### src/shared/hdiv_consts.vh
// Constants of the memory-mapped hardware integer divider
`ifndef HDIV_CONSTS_VH
`define HDIV_CONSTS_VH

// ****************************************************************
// Register byte offsets
// ****************************************************************
`define HDIV_OFS_DIVIDEND   5'h00
`define HDIV_OFS_DIVISOR    5'h04
`define HDIV_OFS_QUOTIENT   5'h08
`define HDIV_OFS_REMAINDER  5'h0C
`define HDIV_OFS_SIGN       5'h10
`define HDIV_OFS_STATUS     5'h14

// ****************************************************************
// Reset values
// ****************************************************************
`define HDIV_RST_DIVIDEND   32'h00000000
`define HDIV_RST_DIVISOR    32'h00000001
`define HDIV_RST_QUOTIENT   32'h00000000
`define HDIV_RST_REMAINDER  32'h00000000
`define HDIV_RST_SIGN       1'h0

// ****************************************************************
// Field positions
// ****************************************************************
`define HDIV_SIGN_BIT       0
`define HDIV_STAT_END_BIT   0
`define HDIV_STAT_ZERO_BIT  1

// ****************************************************************
// Timing
// ****************************************************************
`define HDIV_LATENCY        8
`define HDIV_BITS_PER_STEP  4
`define HDIV_LAST_STEP      3'h7

`endif

### src/core/hdiv_top.v
// Memory-mapped 32-bit integer divider with a classic Wishbone slave
//
// Functional notes
// - Divide 32-bit dividend by 32-bit divisor, signed or unsigned per sign mode.
// - Full 32-bit quotient and remainder land in separate readable registers.
// - Nonzero division finishes eight clocks after the start trigger.
// - Writing the divisor register alone starts a division with current settings.
// - Zero divisor ends at once, zeroes both results, sets the zero flag.
// - Result reads during a division return the previous completed results.
// - End flag reads one once the division has finished.
// - Two status indications exist: divide-by-zero and end of division.
// - Sign mode zero means unsigned, one means signed; reset is unsigned.
// - Status bit 0 is end, bit 1 is zero; read-only, reset to zero.
// - Divisor register sits at 0x04 and resets to one.
//
// Design decision made here: register access over Wishbone.
`timescale 1ns/1ps
`default_nettype none
`include "hdiv_consts.vh"

module hdiv_top (
	input  wire        CLK,
	input  wire        SYS_RST,
	input  wire        CLK_EN,
	input  wire        WB_CYC_I,
	input  wire        WB_STB_I,
	input  wire        WB_WE_I,
	input  wire [4:0]  WB_ADR_I,
	input  wire [3:0]  WB_SEL_I,
	input  wire [31:0] WB_DAT_I,
	output wire [31:0] WB_DAT_O,
	output wire        WB_ACK_O,
	output wire        DIV_BUSY
);

	// ****************************************************************
	// Helper functions
	// ****************************************************************

	// Byte-lane merge of write data into a register
	function [31:0] lane_merge;
		input [31:0] old_val;
		input [31:0] new_val;
		input [3:0]  sel;
		integer      i;
		begin
			lane_merge = old_val;
			for (i = 0; i < 4; i = i + 1) begin
				if (sel[i]) begin
					lane_merge[i*8 +: 8] = new_val[i*8 +: 8];
				end
			end
		end
	endfunction

	// Magnitude of an operand, two's complement when signed
	function [31:0] op_mag;
		input [31:0] val;
		input        is_signed;
		begin
			if (is_signed && val[31]) begin
				op_mag = ~val + 32'h00000001;
			end else begin
				op_mag = val;
			end
		end
	endfunction

	// Conditional negate of a result magnitude
	function [31:0] neg_if;
		input [31:0] val;
		input        neg;
		begin
			if (neg) begin
				neg_if = ~val + 32'h00000001;
			end else begin
				neg_if = val;
			end
		end
	endfunction

	// Word address decode to a one-hot register select
	function [5:0] reg_decode;
		input [4:0] adr;
		begin
			case ({adr[4:2], 2'b00})
				`HDIV_OFS_DIVIDEND:  reg_decode = 6'h01;
				`HDIV_OFS_DIVISOR:   reg_decode = 6'h02;
				`HDIV_OFS_QUOTIENT:  reg_decode = 6'h04;
				`HDIV_OFS_REMAINDER: reg_decode = 6'h08;
				`HDIV_OFS_SIGN:      reg_decode = 6'h10;
				`HDIV_OFS_STATUS:    reg_decode = 6'h20;
				default:             reg_decode = 6'h00;
			endcase
		end
	endfunction

	// ****************************************************************
	// Declarations
	// ****************************************************************
	localparam SEL_DEND = 0;
	localparam SEL_DSOR = 1;
	localparam SEL_QUOT = 2;
	localparam SEL_REMD = 3;
	localparam SEL_SIGN = 4;
	localparam SEL_STAT = 5;

	reg  [31:0] dividend_reg_ff;
	reg  [31:0] divisor_reg_ff;
	reg  [31:0] quotient_reg_ff;
	reg  [31:0] remainder_reg_ff;
	reg         sign_mode_ff;
	reg         end_flag_ff;
	reg         zero_flag_ff;
	reg         neg_quo_ff;
	reg         neg_rem_ff;
	reg         busy_ff;
	reg         ack_ff;
	reg  [31:0] dat_o_ff;
	reg  [31:0] nxt_dat_o;

	wire [5:0]  sel_hot;
	wire        bus_req;
	wire        wr_take;
	wire [31:0] nxt_divisor;
	wire        trigger;
	wire        trig_zero;
	wire        core_start;
	wire [31:0] dvd_mag;
	wire [31:0] dvs_mag;
	wire        core_last;
	wire [31:0] core_quo;
	wire [31:0] core_rem;

	// ****************************************************************
	// Wishbone slave handshake
	// ****************************************************************

	// Request pending and write acceptance at the acked edge
	assign sel_hot = reg_decode(WB_ADR_I);
	assign bus_req = WB_CYC_I & WB_STB_I;
	assign wr_take = bus_req & WB_WE_I & ack_ff;

	// One wait state, ack stands a single cycle
	always @(posedge CLK) begin
		if (SYS_RST) begin
			ack_ff <= 1'b0;
		end else if (CLK_EN) begin
			ack_ff <= bus_req & ~ack_ff;
		end
	end

	assign WB_ACK_O = ack_ff;

	// ****************************************************************
	// Operand and mode registers
	// ****************************************************************

	// Divisor value as it will stand after this write
	assign nxt_divisor = lane_merge(divisor_reg_ff, WB_DAT_I, WB_SEL_I);

	// Any divisor write launches an operation
	assign trigger    = wr_take & sel_hot[SEL_DSOR];
	assign trig_zero  = trigger & (nxt_divisor == 32'h00000000);
	assign core_start = trigger & ~trig_zero;

	// Dividend, divisor and sign mode writes
	always @(posedge CLK) begin
		if (SYS_RST) begin
			dividend_reg_ff <= `HDIV_RST_DIVIDEND;
			divisor_reg_ff  <= `HDIV_RST_DIVISOR;
			sign_mode_ff    <= `HDIV_RST_SIGN;
		end else if (CLK_EN && wr_take) begin
			if (sel_hot[SEL_DEND]) begin
				dividend_reg_ff <= lane_merge(dividend_reg_ff, WB_DAT_I, WB_SEL_I);
			end
			if (sel_hot[SEL_DSOR]) begin
				divisor_reg_ff <= nxt_divisor;
			end
			if (sel_hot[SEL_SIGN] && WB_SEL_I[0]) begin
				sign_mode_ff <= WB_DAT_I[`HDIV_SIGN_BIT];
			end
		end
	end

	// ****************************************************************
	// Division engine
	// ****************************************************************

	// Operate on magnitudes, fix signs at the end
	assign dvd_mag = op_mag(dividend_reg_ff, sign_mode_ff);
	assign dvs_mag = op_mag(nxt_divisor, sign_mode_ff);

	hdiv_step i_hdiv_step (
		.clk     (CLK),
		.rst     (SYS_RST),
		.ce      (CLK_EN),
		.start   (core_start),
		.dvd_mag (dvd_mag),
		.dvs_mag (dvs_mag),
		.last    (core_last),
		.res_quo (core_quo),
		.res_rem (core_rem)
	);

	// Result signs captured with the operands at the trigger
	always @(posedge CLK) begin
		if (SYS_RST) begin
			neg_quo_ff <= 1'b0;
			neg_rem_ff <= 1'b0;
		end else if (CLK_EN && core_start) begin
			neg_quo_ff <= sign_mode_ff & (dividend_reg_ff[31] ^ nxt_divisor[31]);
			neg_rem_ff <= sign_mode_ff & dividend_reg_ff[31];
		end
	end

	// ****************************************************************
	// Results and status flags
	// ****************************************************************

	// Results change only on completion; a run ended by a zero divisor is dropped
	always @(posedge CLK) begin
		if (SYS_RST) begin
			quotient_reg_ff  <= `HDIV_RST_QUOTIENT;
			remainder_reg_ff <= `HDIV_RST_REMAINDER;
			busy_ff          <= 1'b0;
		end else if (CLK_EN) begin
			if (trig_zero) begin
				quotient_reg_ff  <= 32'h00000000;
				remainder_reg_ff <= 32'h00000000;
				busy_ff          <= 1'b0;
			end else if (core_start) begin
				busy_ff <= 1'b1;
			end else if (core_last && busy_ff) begin
				quotient_reg_ff  <= neg_if(core_quo, neg_quo_ff);
				remainder_reg_ff <= neg_if(core_rem, neg_rem_ff);
				busy_ff          <= 1'b0;
			end
		end
	end

	// Nonzero trigger clears both flags, completion sets end; a zero divisor sets both at once
	always @(posedge CLK) begin
		if (SYS_RST) begin
			end_flag_ff  <= 1'b0;
			zero_flag_ff <= 1'b0;
		end else if (CLK_EN) begin
			if (trig_zero) begin
				end_flag_ff  <= 1'b1;
				zero_flag_ff <= 1'b1;
			end else if (core_start) begin
				end_flag_ff  <= 1'b0;
				zero_flag_ff <= 1'b0;
			end else if (core_last && busy_ff) begin
				end_flag_ff <= 1'b1;
			end
		end
	end

	assign DIV_BUSY = busy_ff;

	// ****************************************************************
	// Read path
	// ****************************************************************

	// Read mux; unmapped words and reserved bits read zero
	always @* begin
		nxt_dat_o = 32'h00000000;
		case (1'b1)
			sel_hot[SEL_DEND]: nxt_dat_o = dividend_reg_ff;
			sel_hot[SEL_DSOR]: nxt_dat_o = divisor_reg_ff;
			sel_hot[SEL_QUOT]: nxt_dat_o = quotient_reg_ff;
			sel_hot[SEL_REMD]: nxt_dat_o = remainder_reg_ff;
			sel_hot[SEL_SIGN]: nxt_dat_o[`HDIV_SIGN_BIT] = sign_mode_ff;
			sel_hot[SEL_STAT]: begin
				nxt_dat_o[`HDIV_STAT_END_BIT]  = end_flag_ff;
				nxt_dat_o[`HDIV_STAT_ZERO_BIT] = zero_flag_ff;
			end
			default: nxt_dat_o = 32'h00000000;
		endcase
	end

	// Read data registered with the ack
	always @(posedge CLK) begin
		if (SYS_RST) begin
			dat_o_ff <= 32'h00000000;
		end else if (CLK_EN && bus_req && !ack_ff) begin
			dat_o_ff <= nxt_dat_o;
		end
	end

	assign WB_DAT_O = dat_o_ff;

endmodule // hdiv_top
`default_nettype wire

### src/core/hdiv_step.v
// Iterative unsigned divider core, four quotient bits per clock
`timescale 1ns/1ps
`default_nettype none
`include "hdiv_consts.vh"

module hdiv_step (
	input  wire        clk,
	input  wire        rst,
	input  wire        ce,
	input  wire        start,
	input  wire [31:0] dvd_mag,
	input  wire [31:0] dvs_mag,
	output wire        last,
	output wire [31:0] res_quo,
	output wire [31:0] res_rem
);

	// ****************************************************************
	// State
	// ****************************************************************
	reg  [31:0] rem_ff;
	reg  [31:0] quo_ff;
	reg  [31:0] dvs_ff;
	reg  [2:0]  cnt_ff;
	reg         busy_ff;
	wire [31:0] r_w [0:`HDIV_BITS_PER_STEP];
	wire [31:0] q_w [0:`HDIV_BITS_PER_STEP];

	assign r_w[0] = rem_ff;
	assign q_w[0] = quo_ff;

	// ****************************************************************
	// Restoring stages, one quotient bit each
	// ****************************************************************
	genvar g;
	generate
		for (g = 0; g < `HDIV_BITS_PER_STEP; g = g + 1) begin : g_stage
			wire [32:0] shifted;
			wire [33:0] diff;
			assign shifted = {r_w[g], q_w[g][31]};
			assign diff    = {1'b0, shifted} - {2'b00, dvs_ff};
			// Borrow means keep the shifted remainder
			assign r_w[g+1] = diff[33] ? shifted[31:0] : diff[31:0];
			assign q_w[g+1] = {q_w[g][30:0], ~diff[33]};
		end
	endgenerate

	// Final step this cycle: results are on the stage outputs
	assign last    = busy_ff & (cnt_ff == `HDIV_LAST_STEP);
	assign res_quo = q_w[`HDIV_BITS_PER_STEP];
	assign res_rem = r_w[`HDIV_BITS_PER_STEP];

	// Load on start, then eight steps of four bits
	always @(posedge clk) begin
		if (rst) begin
			rem_ff  <= 32'h00000000;
			quo_ff  <= 32'h00000000;
			dvs_ff  <= 32'h00000001;
			cnt_ff  <= 3'h0;
			busy_ff <= 1'b0;
		end else if (ce) begin
			if (start) begin
				rem_ff  <= 32'h00000000;
				quo_ff  <= dvd_mag;
				dvs_ff  <= dvs_mag;
				cnt_ff  <= 3'h0;
				busy_ff <= 1'b1;
			end else if (busy_ff) begin
				rem_ff  <= res_rem;
				quo_ff  <= res_quo;
				cnt_ff  <= cnt_ff + 3'h1;
				busy_ff <= ~last;
			end
		end
	end

endmodule // hdiv_step
`default_nettype wire

### config.mk
export PLATFORM = sky130hd
export DESIGN_NAME = hdiv_top
export DESIGN_NICKNAME = d
export VERILOG_FILES = /design/src/core/hdiv_top.v /design/src/core/hdiv_step.v
export VERILOG_INCLUDE_DIRS = /design/src /design/src/shared
export SDC_FILE = /design/constraint.sdc
export NUM_CORES = 1
export LEC_CHECK = 0
export ABC_AREA = 0
export CAP_MARGIN = 30
export CELL_PAD_IN_SITES_DETAIL_PLACEMENT = 0
export CELL_PAD_IN_SITES_GLOBAL_PLACEMENT = 1
export CORE_ASPECT_RATIO = 1.5
export CORE_UTILIZATION = 49
export DETAILED_ROUTE_END_ITERATION = 12
export DONT_BUFFER_PORTS = 1
export PLACE_DENSITY = 0.87
export SYNTH_ARGS = -nofsm -noshare
export SYNTH_HDL_FRONTEND = slang
export SYNTH_HIERARCHICAL = 1
export SYNTH_SLANG_ARGS = --single-unit
### constraint.sdc
create_clock -name CLK -period 17.35 [get_ports CLK]
set_input_delay 3.47 -clock CLK [delete_from_list [all_inputs] [get_ports CLK]]
set_output_delay 3.47 -clock CLK [all_outputs]
set_load 0.03 [all_outputs]
==> out/metrics.yaml, run 1 <==
drt:
  drc: 0
  num_vias: 21000
  firstDrtPassIters: 5
  avgViaCountPerCell: 6.29
  drtIter0Drc: 1246
  detail_route.wl_per_cell_um: 21.5
  drtAntennaViolNets: 0
  finalWirelength_um: 71800
critical_path:
  slowest_delay_ns: 0.69
  cp.required_ns: 17.78
  crit_type: "flop to flop"
  critical_path_buf_inv_count: 8
  crit_path_max_fanout: 39
  path_delay_family: "compound AO/OA/AOI/OAI gates"
  reg2reg_to: "remainder_reg_ff[24]"
  r2r_slack_ns: 1.80
  cpMostUsedCell: "ha_1"
  reg2reg_from: "i_hdiv_step/dvs_ff[1]"
  cp-start-kind: "flop"
  reg2reg_depth: 55
  cp.arrival_ns: 15.98
  slowest_stage: "a21o_1"
  end_kind: "flop"
die:
  start_util_pct: 49.7
  io_pins: 81
  core_sq_um: 44800
  die_w_um: 176
  die-height_um: 263
  row_count: 95
  die_area_sq_um: 46300
min_path:
  hold_path_class: "flop to flop"
  holdPathStages: 2
  hp-start: "i_hdiv_step/dvs_ff[26]"
  holdPathEnd: "i_hdiv_step/dvs_ff[26]"
synth:
  seq_area_frac_synth_pct: 24.0
  ys_types: 95
  avgSynthCellArea_sq_um: 7.78
  synth.net_count: 3047
  synth_top_area_cell: "dfxtp_1"
  ys_ff_latch: 267
  synth_edf_count: 0
  synth_commonest_cells: "nand2_1, dfxtp_1, a21oi_1"
  async_reset_ff_share_pct: 0
  synth_area_sq_um: 22300
  synth_top_area_share_pct: 24.0
  ys.warnings.count: 6
  ys.flop_type: "dfxtp_1"
  synthTopCellsByArea: "dfxtp_1, ha_1, xnor2_1, a21oi_1, nand2_1"
  synth_cells: 2862
  synth.most_common_cell: "nand2_1"
grt:
  met3_usage_pct: 2.35
  use_met2_pct: 57.7
  grt_max_degree: 188
  use_met1_pct: 33.8
  grt_antenna_before_repair: 1
  overflow: 0
  busiest_layer: "met2"
  grt_pass1_wl_um: 113000
  grt_use_total_pct: 30.6
  first_global_vias: 20800
sta:
  period_share_pct: 89.6
  fmax_mhz: 64.3
  worst-slew-pin-transition_ns: 0.998
  rsz0062_at_grt: "no"
  slew_headroom_pct: 32.8
  setup_violations: 0
  clock_skew_ns: 0.0194
  hold_viol_final: 0
  min_period_ns: 15.55
  finalSetupTns_ns: 0
  maxSlewViolCount: 0
outcome:
  status: "completed"
clock_tree:
  cts_max_path_buffers: 3
  cts_setup_buffers: 0
  cts_buffers: 24
  worstSkewPairLatency_ns: 0.55
  cts.clk_slew.worst_paths_ns: 0.07
  cts_sinks: 267
  hold_buffers: 0
  cts_max_level: 1
  root_buffer: "clkbuf_16"
  ctsResizeCount: 0
  cts_tree: "done"
placed_design:
  dp_hpwl_um: 55600
  gp_congestion: 0.972
  port_buffers: 0
finish:
  final_layout_size_suffix_gt1_share_pct: 7.74
  area_growth_syn_to_layout_pct: 4.64
  diodes: 0
  nNetsFinal: 2922
flow_run:
  cap_violations: 0
-- metrics by stage --
step / std cells / utilization (%) / setup slack [ns] / hold WS, ns / instance area (sq um)
2_1_floorplan: 2862 / - / 4.34 / 0.427 / 22300
3_3_place_gp: 3289 / 50.0 / 2.08 / 0.439 / 22400
3_5_place_dp: 3292 / 50.1 / 1.94 / 0.442 / 22500
4_1_cts: 3333 / 51.9 / 1.85 / 0.451 / 23300
5_1_grt: 3334 / 52.0 / 0.892 / 0.476 / 23300
6_report: 3334 / 52.0 / 1.80 / 0.453 / 23300
-- worst max path at each step --
stage,from,endpoint,slack (ns),cells after the start
after floorplan,i_hdiv_step/dvs_ff[10],remainder_reg_ff[24],4.34,60
after global placement,i_hdiv_step/dvs_ff[1],remainder_reg_ff[24],2.08,55
after detailed placement,i_hdiv_step/dvs_ff[1],remainder_reg_ff[24],1.94,55
after CTS,i_hdiv_step/dvs_ff[1],remainder_reg_ff[24],1.85,55
after global routing,i_hdiv_step/dvs_ff[1],remainder_reg_ff[24],0.89,55
final,i_hdiv_step/dvs_ff[1],remainder_reg_ff[24],1.80,55
-- worst register-to-register path, delay by kind of cell, from the launching register on --
| kind | cells | cell delay [ns] |
|---|---|---|
| xor+xnor | 1 | 0.14 |
| fa+ha+maj | 5 | 1.66 |
| simple gates | 11 | 2.64 |
| flops | 1 | 0.34 |
| buf+inv | 8 | 1.79 |
| mux | 3 | 1.25 |
| compound gates | 27 | 7.60 |
-- cell usage in the layout (no fill, tap or decap), drive strengths merged, types with 8 or more instances in the layout --
cell | Yosys | final
nand2 | 305 | 305
dfxtp | 267 | 267
a21oi | 255 | 255
nor2 | 231 | 231
o21ai | 174 | 174
xnor2 | 146 | 146
ha | 134 | 134
nand3 | 102 | 102
mux2 | 99 | 99
inv | 80 | 80
mux2i | 70 | 70
xor2 | 67 | 67
a21o | 59 | 59
a211oi | 50 | 50
o211ai | 50 | 50
a22o | 46 | 46
nor3 | 45 | 45
buf | 77 | 39
and2 | 37 | 37
a22oi | 35 | 35
o31ai | 35 | 35
nand2b | 33 | 33
clkbuf | 113 | 30
or3 | 28 | 28
nand4 | 26 | 26
o21a | 25 | 25
nor2b | 24 | 24
and3 | 17 | 17
a31oi | 16 | 16
nor4 | 16 | 16
o41ai | 15 | 15
a32o | 15 | 15
or4 | 15 | 15
or2 | 11 | 11
o2bb2ai | 10 | 10
o21bai | 10 | 10
and4 | 8 | 8
o2111ai | 8 | 8
-- flip-flops by register name, summed over array words and instances (netlist names) --
| signal | count |
|---|---|
| WB_DAT_O | 32 |
| dividend_reg_ff | 32 |
| divisor_reg_ff | 32 |
| i_hdiv_step/dvs_ff | 32 |
| i_hdiv_step/quo_ff | 32 |
| i_hdiv_step/rem_ff | 32 |
| quotient_reg_ff | 32 |
| remainder_reg_ff | 32 |
| i_hdiv_step/cnt_ff | 3 |
| DIV_BUSY | 1 |
| WB_ACK_O | 1 |
| end_flag_ff | 1 |
| i_hdiv_step/busy_ff | 1 |
| neg_quo_ff | 1 |
| neg_rem_ff | 1 |
| sign_mode_ff | 1 |
| zero_flag_ff | 1 |
-- metal layers --
metal	routed length (um)	part of all wire [%]	vias up
met2	37800	53	597
met1	27500	38	10000
li1	-	-	10200
met5	0	0	-
met3	2930	4.1	175
met4	3670	5.1	0
-- cells by family after synthesis --
group	synth area share [%]
compound gates	26.4
xor+xnor	8.38
fa+ha+maj	7.89
buf+inv	5.41
flops	24.0
mux	8.31
simple gates	19.6
-- area by class of cell --
type,count,area [sq um]
Clock buffer,30,664
Inverter,80,303
Timing Repair Buffer,39,360
Tap cell,582,728
Multi-Input combinational cell,2325,15800
Sequential cell,267,5350
Clock inverter,11,135
Fill cell,4326,21500
Power of run 1 is left out: the tool's default activity adds up to more than one toggle a clock period on the data nets, which glitch-free logic cannot reach.
==> run 2, diff against run 1 <==
- REMOVE_ABC_BUFFERS: default -> 1
- clock period: 17.35 -> 15.3 ns (I/O delays scaled with it)
==> out/metrics.yaml, run 2 (synthesis results as in run 1) <==
clock_tree:
  cts_sinks: 267
  cts_max_path_buffers: 3
  cts_tree: "done"
  cts_buffers: 25
  root_buffer: "clkbuf_16"
  cts_setup_buffers: 0
  hold_buffers: 0
  cts_max_level: 1
  cts.clk_slew.worst_paths_ns: 0.07
  worstSkewPairLatency_ns: 0.54
  ctsResizeCount: 0
die:
  row_count: 95
  io_pins: 81
  core_sq_um: 44800
  die_area_sq_um: 46300
  die-height_um: 263
  start_util_pct: 49.7
  die_w_um: 176
finish:
  nNetsFinal: 3097
  final_layout_size_suffix_gt1_share_pct: 13.3
  layout_common_cells: "nand2_1, dfxtp_1, a21oi_1"
  final_core_util_pct: 55.2
  layout_commonest_cell: "nand2_1"
  fillerInstances: 4225
  area_growth_syn_to_layout_pct: 11.1
  diodes: 0
sta:
  maxSlewViolCount: 0
  clock_skew_ns: 0.0130
  slew_headroom_pct: 42.6
  hold_viol_final: 0
  finalSetupTns_ns: 0
  worst-slew-pin-transition_ns: 0.857
  fmax_mhz: 70.0
  setup_violations: 0
  period_share_pct: 93.4
  min_period_ns: 14.29
  rsz0062_at_grt: "no"
outcome:
  status: "completed"
grt:
  first_global_vias: 21400
  grt_max_degree: 188
  grt_use_total_pct: 30.7
  grt_pass1_wl_um: 114000
  grt_antenna_before_repair: 1
  overflow: 0
critical_path:
  crit_type: "flop to flop"
  critical_path_buf_inv_count: 13
  end_kind: "flop"
  cpMostUsedCell: "buf_4"
  r2r_slack_ns: 1.01
  path_delay_family: "compound AO/OA/AOI/OAI gates"
  cp-start-kind: "flop"
  slowest_delay_ns: 0.74
  slowest_stage: "or4b_2"
  cp.arrival_ns: 14.71
  crit_path_max_fanout: 25
  cp.required_ns: 15.73
drt:
  finalWirelength_um: 72700
  firstDrtPassIters: 5
  drtIter0Drc: 1376
  drc: 0
  detail_route.wl_per_cell_um: 20.7
  num_vias: 21700
  avgViaCountPerCell: 6.19
  drtAntennaViolNets: 0
placed_design:
  dp_hpwl_um: 56900
  gp_congestion: 0.941
  port_buffers: 0
min_path:
  hold_path_class: "flop to flop"
flow_run:
  cap_violations: 0
==> run 2: changes by cell type in the layout (fill, tap and decap cells not counted), sizes merged <==
| cell | delta |
|---|---|
| clkinvlp | -1 |
| inv | +1 |
| bufinv | +3 |
| clkinv | +1 |
| buf | +174 |
| clkbuf | -1 |
==> run 2: per-layer routing <==
layer | track usage, % | vias to the layer above | part of all wire (%) | routed length, um
li1 | - | 10500 | - | -
met1 | 34.1 | 10400 | 39 | 28100
met2 | 56.6 | 651 | 51 | 37300
met3 | 2.27 | 177 | 4.1 | 2980
met4 | 17.5 | 0 | 5.9 | 4320
met5 | 0 | - | 0 | 0
==> run 2: path summary, 6_finish.rpt <==
kind | depth (start not counted) | startpoint | end
max | 59 | i_hdiv_step/dvs_ff[1] | remainder_reg_ff[30]
min reg2reg | 2 | i_hdiv_step/dvs_ff[24] | i_hdiv_step/dvs_ff[24]
min | 2 | i_hdiv_step/dvs_ff[24] | i_hdiv_step/dvs_ff[24]
max reg2reg | 59 | i_hdiv_step/dvs_ff[1] | remainder_reg_ff[30]
==> run 2: through the flow <==
step / area [sq um] / std cells / setup slack [ns] / hold slack [ns]
final: 24700 / 3511 / 1.01 / 0.459
after floorplan: 21400 / 2672 / 0.968 / 0.427
after detailed placement: 23800 / 3467 / 1.22 / 0.443
after CTS: 24700 / 3511 / 1.09 / 0.455
after global routing: 24700 / 3511 / 0.212 / 0.473
after global placement: 23800 / 3462 / 1.30 / 0.442
==> run 2: cell type report <==
type | instances | area, sq um | area share [%]
clock inverter | 15 | 231 | 0.936
multi-input combinational | 2325 | 15800 | 63.7
sequential | 267 | 5350 | 21.6
inverter | 80 | 303 | 1.22
clock buffer | 29 | 661 | 2.67
timing repair buffer | 213 | 1700 | 6.89
tap | 582 | 728 | 2.94
==> run 2: tightest hold or removal path, cell delays in order (launching register included) <==
cell and delay [ns]:
dfxtp_1 0.31, nand2_1 0.05, a21oi_1 0.05
Power of run 2 is left out for the same reason.
